`config.mk`:
```
export PLATFORM = sky130hd
export DESIGN_NAME = icc_top
export DESIGN_NICKNAME = d
export VERILOG_FILES = /design/src/icc_pkg.sv /design/src/icc_top.sv
export SDC_FILE = /design/constraint.sdc
export NUM_CORES = 1
export LEC_CHECK = 0
export BUFFER_PORTS_ARGS = -buffer_cell sky130_fd_sc_hd__buf_2
export CAP_MARGIN = 20
export CORE_MARGIN = 2
export CORE_UTILIZATION = 40
export CTS_BUF_LIST = sky130_fd_sc_hd__clkbuf_4
export CTS_CLUSTER_SIZE = 24
export DETAILED_ROUTE_END_ITERATION = 8
export MAX_ROUTING_LAYER = met4
export PLACE_DENSITY = 0.59
export SLEW_MARGIN = 20
export SYNTH_ARGS = -nofsm -noshare
export SYNTH_HDL_FRONTEND = slang
export SYNTH_SLANG_ARGS = --single-unit
```
`constraint.sdc`:
```
create_clock -name clock -period 3.1 [get_ports clock]
set_input_delay 0.775 -clock clock [delete_from_list [all_inputs] [get_ports clock]]
set_output_delay 0.775 -clock clock [all_outputs]
set_load 0.005 [all_outputs]
```
`src/icc_pkg.sv`:
```
// Purpose: Constants shared by the input capture block
// Assumes: AXI4-Lite register access, 32-bit data, one word per register
// Notes: Register words hold 16-bit values in bits 15:0
package icc_pkg;
  localparam int NCH = 4;
  localparam int AW = 12;
  // Register indices; the byte address is four times the index
  localparam logic [AW-1:0] CAP1_BUF_IDX = 12'h140;
  localparam logic [AW-1:0] CAP1_CTL_IDX = 12'h142;
  localparam logic [AW-1:0] CAP2_BUF_IDX = 12'h144;
  localparam logic [AW-1:0] CAP2_CTL_IDX = 12'h146;
  localparam logic [AW-1:0] CAP7_BUF_IDX = 12'h158;
  localparam logic [AW-1:0] CAP7_CTL_IDX = 12'h15A;
  localparam logic [AW-1:0] CAP8_BUF_IDX = 12'h15C;
  localparam logic [AW-1:0] CAP8_CTL_IDX = 12'h15E;
  // Flag, enable and power-state registers follow the same scheme
  localparam logic [AW-1:0] IRQ_FLAG_IDX = 12'h160;
  localparam logic [AW-1:0] IRQ_EN_IDX = 12'h161;
  localparam logic [AW-1:0] PWR_STATE_IDX = 12'h162;
  localparam logic [AW-1:0] CAP1_BUF = CAP1_BUF_IDX << 2;
  localparam logic [AW-1:0] CAP1_CTL = CAP1_CTL_IDX << 2;
  localparam logic [AW-1:0] CAP2_BUF = CAP2_BUF_IDX << 2;
  localparam logic [AW-1:0] CAP2_CTL = CAP2_CTL_IDX << 2;
  localparam logic [AW-1:0] CAP7_BUF = CAP7_BUF_IDX << 2;
  localparam logic [AW-1:0] CAP7_CTL = CAP7_CTL_IDX << 2;
  localparam logic [AW-1:0] CAP8_BUF = CAP8_BUF_IDX << 2;
  localparam logic [AW-1:0] CAP8_CTL = CAP8_CTL_IDX << 2;
  localparam logic [AW-1:0] IRQ_FLAG = IRQ_FLAG_IDX << 2;
  localparam logic [AW-1:0] IRQ_EN = IRQ_EN_IDX << 2;
  localparam logic [AW-1:0] PWR_STATE = PWR_STATE_IDX << 2;
  localparam int TSEL_BIT = 7;
  localparam int EPI_LO = 5;
  localparam int OVF_BIT = 4;
  localparam int BNE_BIT = 3;
  localparam int SIDL_BIT = 13;
  localparam logic [15:0] CTL_WMASK = 16'h20E7;
  localparam logic [15:0] CTL_RST = 16'h0000;
  localparam logic [2:0] M_OFF = 3'h0;
  localparam logic [2:0] M_EVERY = 3'h1;
  localparam logic [2:0] M_FALL = 3'h2;
  localparam logic [2:0] M_RISE = 3'h3;
  localparam logic [2:0] M_RISE4 = 3'h4;
  localparam logic [2:0] M_RISE16 = 3'h5;
  localparam logic [2:0] M_IRQONLY = 3'h7;
  localparam logic [3:0] PS4_LAST = 4'h3;
  localparam logic [3:0] PS16_LAST = 4'hF;
  localparam int FIFO_DEPTH = 4;
  localparam logic [1:0] RESP_OKAY = 2'h0;
  localparam logic [1:0] RESP_SLVERR = 2'h2;
  localparam logic [1:0] PWR_RUN = 2'h0;
  localparam logic [1:0] PWR_IDLE = 2'h1;
  localparam logic [1:0] PWR_SLEEP = 2'h2;
endpackage

```
`src/icc_top.sv`:
```
// Contract
// - Control bit 7 picks timer; second default
// - Mode 001 captures both edges, flags each
// - Every-edge mode ignores events-per-interrupt field
// - Every-edge mode never sets overflow
// - Capture in idle wakes/interrupts; no capture in sleep
// - Mode 111 with enable wakes, timer regardless
// - Wake also interrupts when interrupt allowed
// - Sleep: external interrupt only, count ignored
// - Idle keeps full function if timer runs and control bit 13 is clear
// - Idle with mode 111: interrupt pin only
// - Control bits 6:5 count events per interrupt
// - Per-channel flag and enable bits
// - Per-channel 16-bit capture buffer register
// - Four-word FIFO, not-empty flag, shift on read
// - Fifth capture overflows, blocks until emptied
// - Prescaler cleared when off and on reset
//
// Purpose: Four input capture channels with FIFOs behind AXI4-Lite
// Assumes: Timer values and run states come from the timer block
// Notes: Byte address is four times the register index; see package
`timescale 1ns/100ps
module icc_top (
  input wire logic clock,
  input wire logic arst_n,
  input wire logic [3:0] cap_pin,
  input wire logic [15:0] timer_a,
  input wire logic [15:0] timer_b,
  input wire logic timer_a_run,
  input wire logic timer_b_run,
  input wire logic [11:0] s_axi_awaddr,
  input wire logic s_axi_awvalid,
  output logic s_axi_awready,
  input wire logic [31:0] s_axi_wdata,
  input wire logic [3:0] s_axi_wstrb,
  input wire logic s_axi_wvalid,
  output logic s_axi_wready,
  output logic [1:0] s_axi_bresp,
  output logic s_axi_bvalid,
  input wire logic s_axi_bready,
  input wire logic [11:0] s_axi_araddr,
  input wire logic s_axi_arvalid,
  output logic s_axi_arready,
  output logic [31:0] s_axi_rdata,
  output logic [1:0] s_axi_rresp,
  output logic s_axi_rvalid,
  input wire logic s_axi_rready,
  output logic irq,
  output logic wake
);
  logic [3:0] sync1_ff, sync2_ff, sync3_ff, pin_ff;
  logic [15:0] ctl_ff [4];
  logic [15:0] fifo_ff [4][4];
  logic [2:0] cnt_ff [4];
  logic [3:0] ps_ff [4];
  logic [1:0] epi_ff [4];
  logic [3:0] blk_ff, ovf_ff;
  logic [3:0] flag_ff, en_ff;
  logic [1:0] pwr_ff;
  logic [11:0] awa_ff, ara_ff;
  logic aw_ff, w_ff;
  logic [31:0] wd_ff;
  logic [3:0] ws_ff;
  logic [3:0] cap_ev, irq_ev, rd_pop, ctl_wr, ch_off;
  logic wr_go, rd_go;
  logic [11:0] ctl_addr [4];
  logic [11:0] buf_addr [4];

  always_comb begin
    ctl_addr[0] = icc_pkg::CAP1_CTL;
    ctl_addr[1] = icc_pkg::CAP2_CTL;
    ctl_addr[2] = icc_pkg::CAP7_CTL;
    ctl_addr[3] = icc_pkg::CAP8_CTL;
    buf_addr[0] = icc_pkg::CAP1_BUF;
    buf_addr[1] = icc_pkg::CAP2_BUF;
    buf_addr[2] = icc_pkg::CAP7_BUF;
    buf_addr[3] = icc_pkg::CAP8_BUF;
  end

  // Pin synchroniser; level accepted when stages two and three agree
  always_ff @(posedge clock or negedge arst_n) begin
    if (!arst_n) begin
      sync1_ff <= 4'h0;
      sync2_ff <= 4'h0;
      sync3_ff <= 4'h0;
      pin_ff <= 4'h0;
    end else begin
      sync1_ff <= cap_pin;
      sync2_ff <= sync1_ff;
      sync3_ff <= sync2_ff;
      pin_ff <= (sync2_ff & sync3_ff) | (pin_ff & (sync2_ff | sync3_ff));
    end
  end

  logic [3:0] pin_now;
  assign pin_now = (sync2_ff & sync3_ff) | (pin_ff & (sync2_ff | sync3_ff));

  // Capture event and interrupt event per channel
  always_comb begin
    for (int i = 0; i < 4; i++) begin
      logic rise;
      logic fall;
      logic [2:0] m;
      logic run;
      logic active;
      rise = pin_now[i] & ~pin_ff[i];
      fall = ~pin_now[i] & pin_ff[i];
      m = ctl_ff[i][2:0];
      run = ctl_ff[i][icc_pkg::TSEL_BIT] ? timer_a_run : timer_b_run;
      // Idle needs a running timer and stop-in-idle clear
      active = (pwr_ff == icc_pkg::PWR_RUN) ||
        ((pwr_ff == icc_pkg::PWR_IDLE) && run &&
        !ctl_ff[i][icc_pkg::SIDL_BIT]);
      cap_ev[i] = 1'b0;
      ch_off[i] = (m == icc_pkg::M_OFF);
      case (m)
        icc_pkg::M_EVERY: cap_ev[i] = active & (rise | fall);
        icc_pkg::M_FALL: cap_ev[i] = active & fall;
        icc_pkg::M_RISE: cap_ev[i] = active & rise;
        icc_pkg::M_RISE4: cap_ev[i] = active & rise &
          (ps_ff[i] == icc_pkg::PS4_LAST);
        icc_pkg::M_RISE16: cap_ev[i] = active & rise &
          (ps_ff[i] == icc_pkg::PS16_LAST);
        default: cap_ev[i] = 1'b0;
      endcase
      if (m == icc_pkg::M_IRQONLY) begin
        // Pin is only an interrupt source; works in any power state
        irq_ev[i] = rise;
      end else if (m == icc_pkg::M_EVERY) begin
        irq_ev[i] = cap_ev[i];
      end else begin
        irq_ev[i] = cap_ev[i] &&
          (epi_ff[i] == ctl_ff[i][icc_pkg::EPI_LO +: 2]);
      end
    end
  end

  // Prescaler counts rising edges, cleared when off
  always_ff @(posedge clock or negedge arst_n) begin
    if (!arst_n) begin
      for (int i = 0; i < 4; i++) ps_ff[i] <= 4'h0;
    end else begin
      for (int i = 0; i < 4; i++) begin
        if (ch_off[i] || ctl_wr[i]) begin
          ps_ff[i] <= 4'h0;
        end else if (pin_now[i] & ~pin_ff[i]) begin
          if (ctl_ff[i][2:0] == icc_pkg::M_RISE4 &&
              ps_ff[i] == icc_pkg::PS4_LAST) begin
            ps_ff[i] <= 4'h0;
          end else begin
            ps_ff[i] <= ps_ff[i] + 4'h1;
          end
        end
      end
    end
  end

  // Events-per-interrupt counter
  always_ff @(posedge clock or negedge arst_n) begin
    if (!arst_n) begin
      for (int i = 0; i < 4; i++) epi_ff[i] <= 2'h0;
    end else begin
      for (int i = 0; i < 4; i++) begin
        if (ch_off[i] || ctl_wr[i]) begin
          epi_ff[i] <= 2'h0;
        end else if (cap_ev[i]) begin
          if (irq_ev[i]) epi_ff[i] <= 2'h0;
          else epi_ff[i] <= epi_ff[i] + 2'h1;
        end
      end
    end
  end

  // FIFO: writes at count, pops shift down
  always_ff @(posedge clock or negedge arst_n) begin
    if (!arst_n) begin
      for (int i = 0; i < 4; i++) begin
        cnt_ff[i] <= 3'h0;
        for (int j = 0; j < 4; j++) fifo_ff[i][j] <= 16'h0000;
      end
      blk_ff <= 4'h0;
      ovf_ff <= 4'h0;
    end else begin
      for (int i = 0; i < 4; i++) begin
        logic [15:0] tv;
        logic [2:0] c;
        tv = ctl_ff[i][icc_pkg::TSEL_BIT] ? timer_a : timer_b;
        c = cnt_ff[i];
        if (rd_pop[i] && c != 3'h0) begin
          for (int j = 0; j < 3; j++) fifo_ff[i][j] <= fifo_ff[i][j+1];
          c = c - 3'h1;
        end
        if (cnt_ff[i] == 3'h0 || (rd_pop[i] && cnt_ff[i] == 3'h1))
          blk_ff[i] <= 1'b0;
        if (cap_ev[i]) begin
          if (cnt_ff[i] == 3'(icc_pkg::FIFO_DEPTH) || blk_ff[i]) begin
            if (ctl_ff[i][2:0] != icc_pkg::M_EVERY) begin
              ovf_ff[i] <= 1'b1;
              blk_ff[i] <= 1'b1;
            end
          end else begin
            fifo_ff[i][c[1:0]] <= tv;
            c = c + 3'h1;
          end
        end else if (ctl_wr[i] && !wd_ff[icc_pkg::OVF_BIT]) begin
          ovf_ff[i] <= 1'b0;
        end
        cnt_ff[i] <= c;
      end
    end
  end

  // AXI4-Lite write channel
  assign wr_go = aw_ff & w_ff & ~s_axi_bvalid;
  always_ff @(posedge clock or negedge arst_n) begin
    if (!arst_n) begin
      aw_ff <= 1'b0;
      w_ff <= 1'b0;
      awa_ff <= 12'h000;
      wd_ff <= 32'h0000_0000;
      ws_ff <= 4'h0;
      s_axi_bvalid <= 1'b0;
      s_axi_bresp <= icc_pkg::RESP_OKAY;
    end else begin
      if (s_axi_awvalid && s_axi_awready) begin
        aw_ff <= 1'b1;
        awa_ff <= s_axi_awaddr;
      end
      if (s_axi_wvalid && s_axi_wready) begin
        w_ff <= 1'b1;
        wd_ff <= s_axi_wdata;
        ws_ff <= s_axi_wstrb;
      end
      if (wr_go) begin
        aw_ff <= 1'b0;
        w_ff <= 1'b0;
        s_axi_bvalid <= 1'b1;
        s_axi_bresp <= icc_pkg::RESP_OKAY;
        if (awa_ff > icc_pkg::PWR_STATE &&
            awa_ff[1:0] == 2'h0 || awa_ff < icc_pkg::CAP1_BUF)
          s_axi_bresp <= icc_pkg::RESP_SLVERR;
      end else if (s_axi_bvalid && s_axi_bready) begin
        s_axi_bvalid <= 1'b0;
      end
    end
  end
  assign s_axi_awready = ~aw_ff;
  assign s_axi_wready = ~w_ff;

  always_comb begin
    for (int i = 0; i < 4; i++) begin
      ctl_wr[i] = wr_go && awa_ff == ctl_addr[i] && ws_ff[0];
    end
  end

  // Control, enable and power registers
  always_ff @(posedge clock or negedge arst_n) begin
    if (!arst_n) begin
      for (int i = 0; i < 4; i++) ctl_ff[i] <= icc_pkg::CTL_RST;
      en_ff <= 4'h0;
      pwr_ff <= icc_pkg::PWR_RUN;
    end else begin
      for (int i = 0; i < 4; i++) begin
        if (ctl_wr[i]) begin
          ctl_ff[i] <= (wd_ff[15:0] & icc_pkg::CTL_WMASK) |
            (ctl_ff[i] & ~icc_pkg::CTL_WMASK);
        end
      end
      if (wr_go && awa_ff == icc_pkg::IRQ_EN && ws_ff[0])
        en_ff <= wd_ff[3:0];
      if (wr_go && awa_ff == icc_pkg::PWR_STATE && ws_ff[0])
        pwr_ff <= wd_ff[1:0];
    end
  end

  // Sticky flags, write one to clear; a new event wins
  always_ff @(posedge clock or negedge arst_n) begin
    if (!arst_n) begin
      flag_ff <= 4'h0;
    end else begin
      logic [3:0] clr;
      clr = (wr_go && awa_ff == icc_pkg::IRQ_FLAG && ws_ff[0]) ?
        wd_ff[3:0] : 4'h0;
      flag_ff <= (flag_ff & ~clr) | irq_ev;
    end
  end

  // Interrupt and wake outputs
  always_ff @(posedge clock or negedge arst_n) begin
    if (!arst_n) begin
      irq <= 1'b0;
      wake <= 1'b0;
    end else begin
      irq <= |((flag_ff | irq_ev) & en_ff);
      wake <= (pwr_ff != icc_pkg::PWR_RUN) && |(irq_ev & en_ff);
    end
  end

  // AXI4-Lite read channel; buffer read pops the FIFO
  always_comb begin
    rd_go = s_axi_arvalid & s_axi_arready;
    for (int i = 0; i < 4; i++) rd_pop[i] = rd_go && s_axi_araddr == buf_addr[i];
  end
  assign s_axi_arready = ~s_axi_rvalid;

  always_ff @(posedge clock or negedge arst_n) begin
    if (!arst_n) begin
      s_axi_rvalid <= 1'b0;
      s_axi_rdata <= 32'h0000_0000;
      s_axi_rresp <= icc_pkg::RESP_OKAY;
    end else if (rd_go) begin
      s_axi_rvalid <= 1'b1;
      s_axi_rresp <= icc_pkg::RESP_OKAY;
      s_axi_rdata <= 32'h0000_0000;
      if (s_axi_araddr == icc_pkg::IRQ_FLAG) begin
        s_axi_rdata <= {28'h0, flag_ff};
      end else if (s_axi_araddr == icc_pkg::IRQ_EN) begin
        s_axi_rdata <= {28'h0, en_ff};
      end else if (s_axi_araddr == icc_pkg::PWR_STATE) begin
        s_axi_rdata <= {30'h0, pwr_ff};
      end else begin
        s_axi_rresp <= icc_pkg::RESP_SLVERR;
        for (int i = 0; i < 4; i++) begin
          if (s_axi_araddr == buf_addr[i]) begin
            s_axi_rdata <= {16'h0, fifo_ff[i][0]};
            s_axi_rresp <= icc_pkg::RESP_OKAY;
          end else if (s_axi_araddr == ctl_addr[i]) begin
            s_axi_rdata <= {16'h0, ctl_ff[i][15:5], ovf_ff[i],
              cnt_ff[i] != 3'h0, ctl_ff[i][2:0]};
            s_axi_rresp <= icc_pkg::RESP_OKAY;
          end
        end
      end
    end else if (s_axi_rready) begin
      s_axi_rvalid <= 1'b0;
    end
  end
endmodule

```
==> summary.md <==
| Metric | Value |
|---|---|
| IO Port Bufs | 103 |
| Delay of the slowest critical-path stage | 0.61 ns |
| Crit start category | register |
| CP arrival | 3.60 ns |
| First-pass GRT wire length | 89.1 mm |
| Buf/Inv on CP | 0 |
| Commonest non-fill, non-tap cell in the layout | mux2i_1 |
| Via count | 14779 |
| Final ANT Viol Nets | 0 |
| Setup TNS | 0 ns |
| Cell area after synthesis | 20300 µm² |
| Total power | 11.2 mW |
| Fraction of layout cells with a size suffix above 1 | 23.4% |
| #FFs+latches synth | 400 |
| Place WS | -0.471 ns |
| Fin Clk Skew | 0.0512 ns |
| Layout area overhead | 17.8% |
| Clk pin slew, worst setup/hold paths | 0.06 ns |
| CTS root buf | clkbuf_4 |
| Final period utilization | 94.4% |
| Unrepaired setup endpoints after global routing | no |
| MaxCap Viol Count | 0 |
| Commonest non-fill, non-tap cells in the layout | mux2i_1 (477), dfrtp_1 (400), clkbuf_4 (159) |
| Drc violations | 0 |
| Outcome | completed |
| Hold Fails Final Rpt | 0 |
| Clk Latency, worst-skew pair | 0.87 ns |
| Number of global-route vias before repair | 15149 |
| Period minus WS final | 2.93 ns |
| Ys Warns | 0 |
| Peak Freq | 342 MHz |
| I/O Pins | 148 |
| Initial Util | 40.5% |
| Post-Syn Area per Cell | 11.5 µm² |
| Count of pins over their slew limit | 0 |
| Gr ovfl total | 0 |
| Drt total wl | 56.6 mm |
| Final instance area | 23900 µm² |
| Unique masters post-synth | 79 |
| Fill cells | 4706 |
| First-pass iteration count of the detailed router | 5 |
| Final nets | 2121 |
| Core area | 50100 µm² |
| Placed Area | 22500 µm² |
| Slew headroom | 36.9% |
| Syn Inst Count | 1761 |
| Number of flops mapped to enable cells by yosys | 0 |
| Worst setup EP type | register |
| Die X | 229 µm |
| CTS tree | built |
| Largest net degree at the start of global routing | 88 |
| HPWL Detailed | 40.1 mm |
| WS Path Type | register to register |
| Crit-path max FO | 9 |
| Count of final setup violators | 0 |
| PD cells | 469 nW/µm² |
| FP Rows | 82 |
| Die Area | 52500 µm² |
| WL per Instance | 20.7 µm |
| Fin worst setup slack | 0.175 ns |
| CP required | 3.78 ns |
| CTS buffer count | 105 |
| Ys async rst share | 100% |
| Most Used Layer, Global Route | met2 |
| Crit path cell chain | nand3b_4 -> or4b_1 -> or4_1 -> or3_1 -> o31ai_1 -> nor3_1 |
| RD Place Congestion | 0.914 |
| DRT iter0 DRCs | 828 |
| M2 GR Usage | 35.2% |
| Ys flop type | dfrtp_1 |
| Clock buffer depth | 3 |
| Register area share after synthesis | 49.4% |
| Vias per std cell | 5.39 |
| Hold WC Path Type | primary input to register |
| Leakage | 11.9 nW |
| CTS sink count | 400 |
| Initial antenna violation count | 16 |
| Family with the most delay on the worst path | simple AND/OR/NAND/NOR gates |
| Worst Tran Pin Value | 0.944 ns |
| Die Ht | 229 µm |
| Worst VDD drop | 0.308 mV |
| # H-tree levels | 3 |
| Slowest CP cell | or3_1 |
| GRT Overall Usage | 22.6% |
| Setup Fix Bufs, Post-CTS | 0 |
| Grt met3 use | 5.94% |
| GR Layer Usage met1 | 28.5% |
state kept, by name (all words and copies together) (netlist names), 2 cells and up:
signal,cells
fifo_ff,256
ctl_ff,28
ps_ff,16
s_axi_rdata,16
awa_ff,12
cnt_ff,12
wd_ff,9
epi_ff,8
blk_ff,4
en_ff,4
flag_ff,4
ovf_ff,4
pin_ff,4
sync1_ff,4
sync2_ff,4
sync3_ff,4
pwr_ff,2
worst register-to-register path, stage by stage, from the launching register on:
cell and delay, ns:
dfrtp_1 0.39, nand3b_4 0.19, or4b_1 0.57, or4_1 0.59, or3_1 0.61, o31ai_1 0.31
nor3_1 0.13
power breakdown:
| part | total (mW) | switching [mW] | leakage, nW | internal (mW) |
|---|---|---|---|---|
| sequential | 5.74 | 0.305 | 5.39 | 5.44 |
| clock | 4.50 | 2.19 | 0.775 | 2.32 |
| combinational | 0.950 | 0.529 | 5.72 | 0.421 |
layer usage:
layer  vias to the layer above  wire (µm)
met5                         -          0
met4                         0       1780
met3                       106       3520
met2                       399      26300
met1                      7392      25000
li1                       6882          -
kinds of logic (layout without fill, tap and decap cells):
| kind of cell | count (synthesis) | count (layout) | share of synthesized area (%) |
|---|---|---|---|
| other cells | 1 | 34 | 0.0185 |
| mux | 533 | 533 | 26.8 |
| fa+ha+maj | 34 | 34 | 2.07 |
| compound gates | 263 | 263 | 8.18 |
| xor+xnor | 28 | 28 | 1.21 |
| buf+inv | 167 | 443 | 3.76 |
| simple gates | 335 | 335 | 8.63 |
| flops | 400 | 400 | 49.4 |
final cells by class:
class,count,area [µm²],share of cell area (%)
Antenna cell,16,40.0,0.168
Inverter,56,210,0.880
Timing Repair Buffer,210,1650,6.93
Tap cell,672,841,3.52
Multi-Input combinational cell,1211,9850,41.2
Clock inverter,18,88.8,0.372
Sequential cell,400,10000,41.9
Clock buffer,159,1190,5.00
worst paths after layout:
kind,from,to,slack (ns),cells past startpoint
setup / recovery,s_axi_bvalid,ps_ff[2],0.17,6
hold / removal,s_axi_rready,s_axi_rvalid,0.11,2
setup reg to reg,s_axi_bvalid,ps_ff[2],0.17,6
hold reg to reg,sync1_ff[2],sync2_ff[2],0.34,0
max in group asynchronous,arst_n,fifo_ff[76],1.66,3
min in group asynchronous,arst_n,ps_ff[4],0.44,2
stage by stage:
step | instances | utilization [%] | hold WS, ns
floorplan | 1778 | - | 0.331
global placement | 2544 | 45.0 | 0.339
detailed placement | 2544 | 45.0 | 0.337
CTS | 2726 | 47.6 | 0.0249
global route | 2742 | 47.7 | 0.0657
finish | 2742 | 47.7 | 0.108
cell usage after synthesis, drive strengths merged, types with 9 or more instances:
library cell  number  share of area [%]
buf               61                1.8
inv               56                1.0
or3                9               0.28
nor2              72                1.4
nand2            112                2.1
nand2b            11               0.34
dfrtp            400                 49
ha                32                2.0
mux2              55                3.2
a21oi             69                1.7
a22oi              9               0.33
nor2b             11               0.34
a222oi            10               0.49
nand3             27               0.74
or4b               9               0.44
o21ai             88                2.2
nor3              29               0.80
mux2i            478                 24
xnor2             21               0.91
clkbuf            50               0.93
a31oi             11               0.34
what timing repair did:
item | CTS | global route
hold buffers | 5 | 0
resized for setup | 0 | 0
hold endpoints to repair | 45 | 0
(Power assumes the default switching activity.)
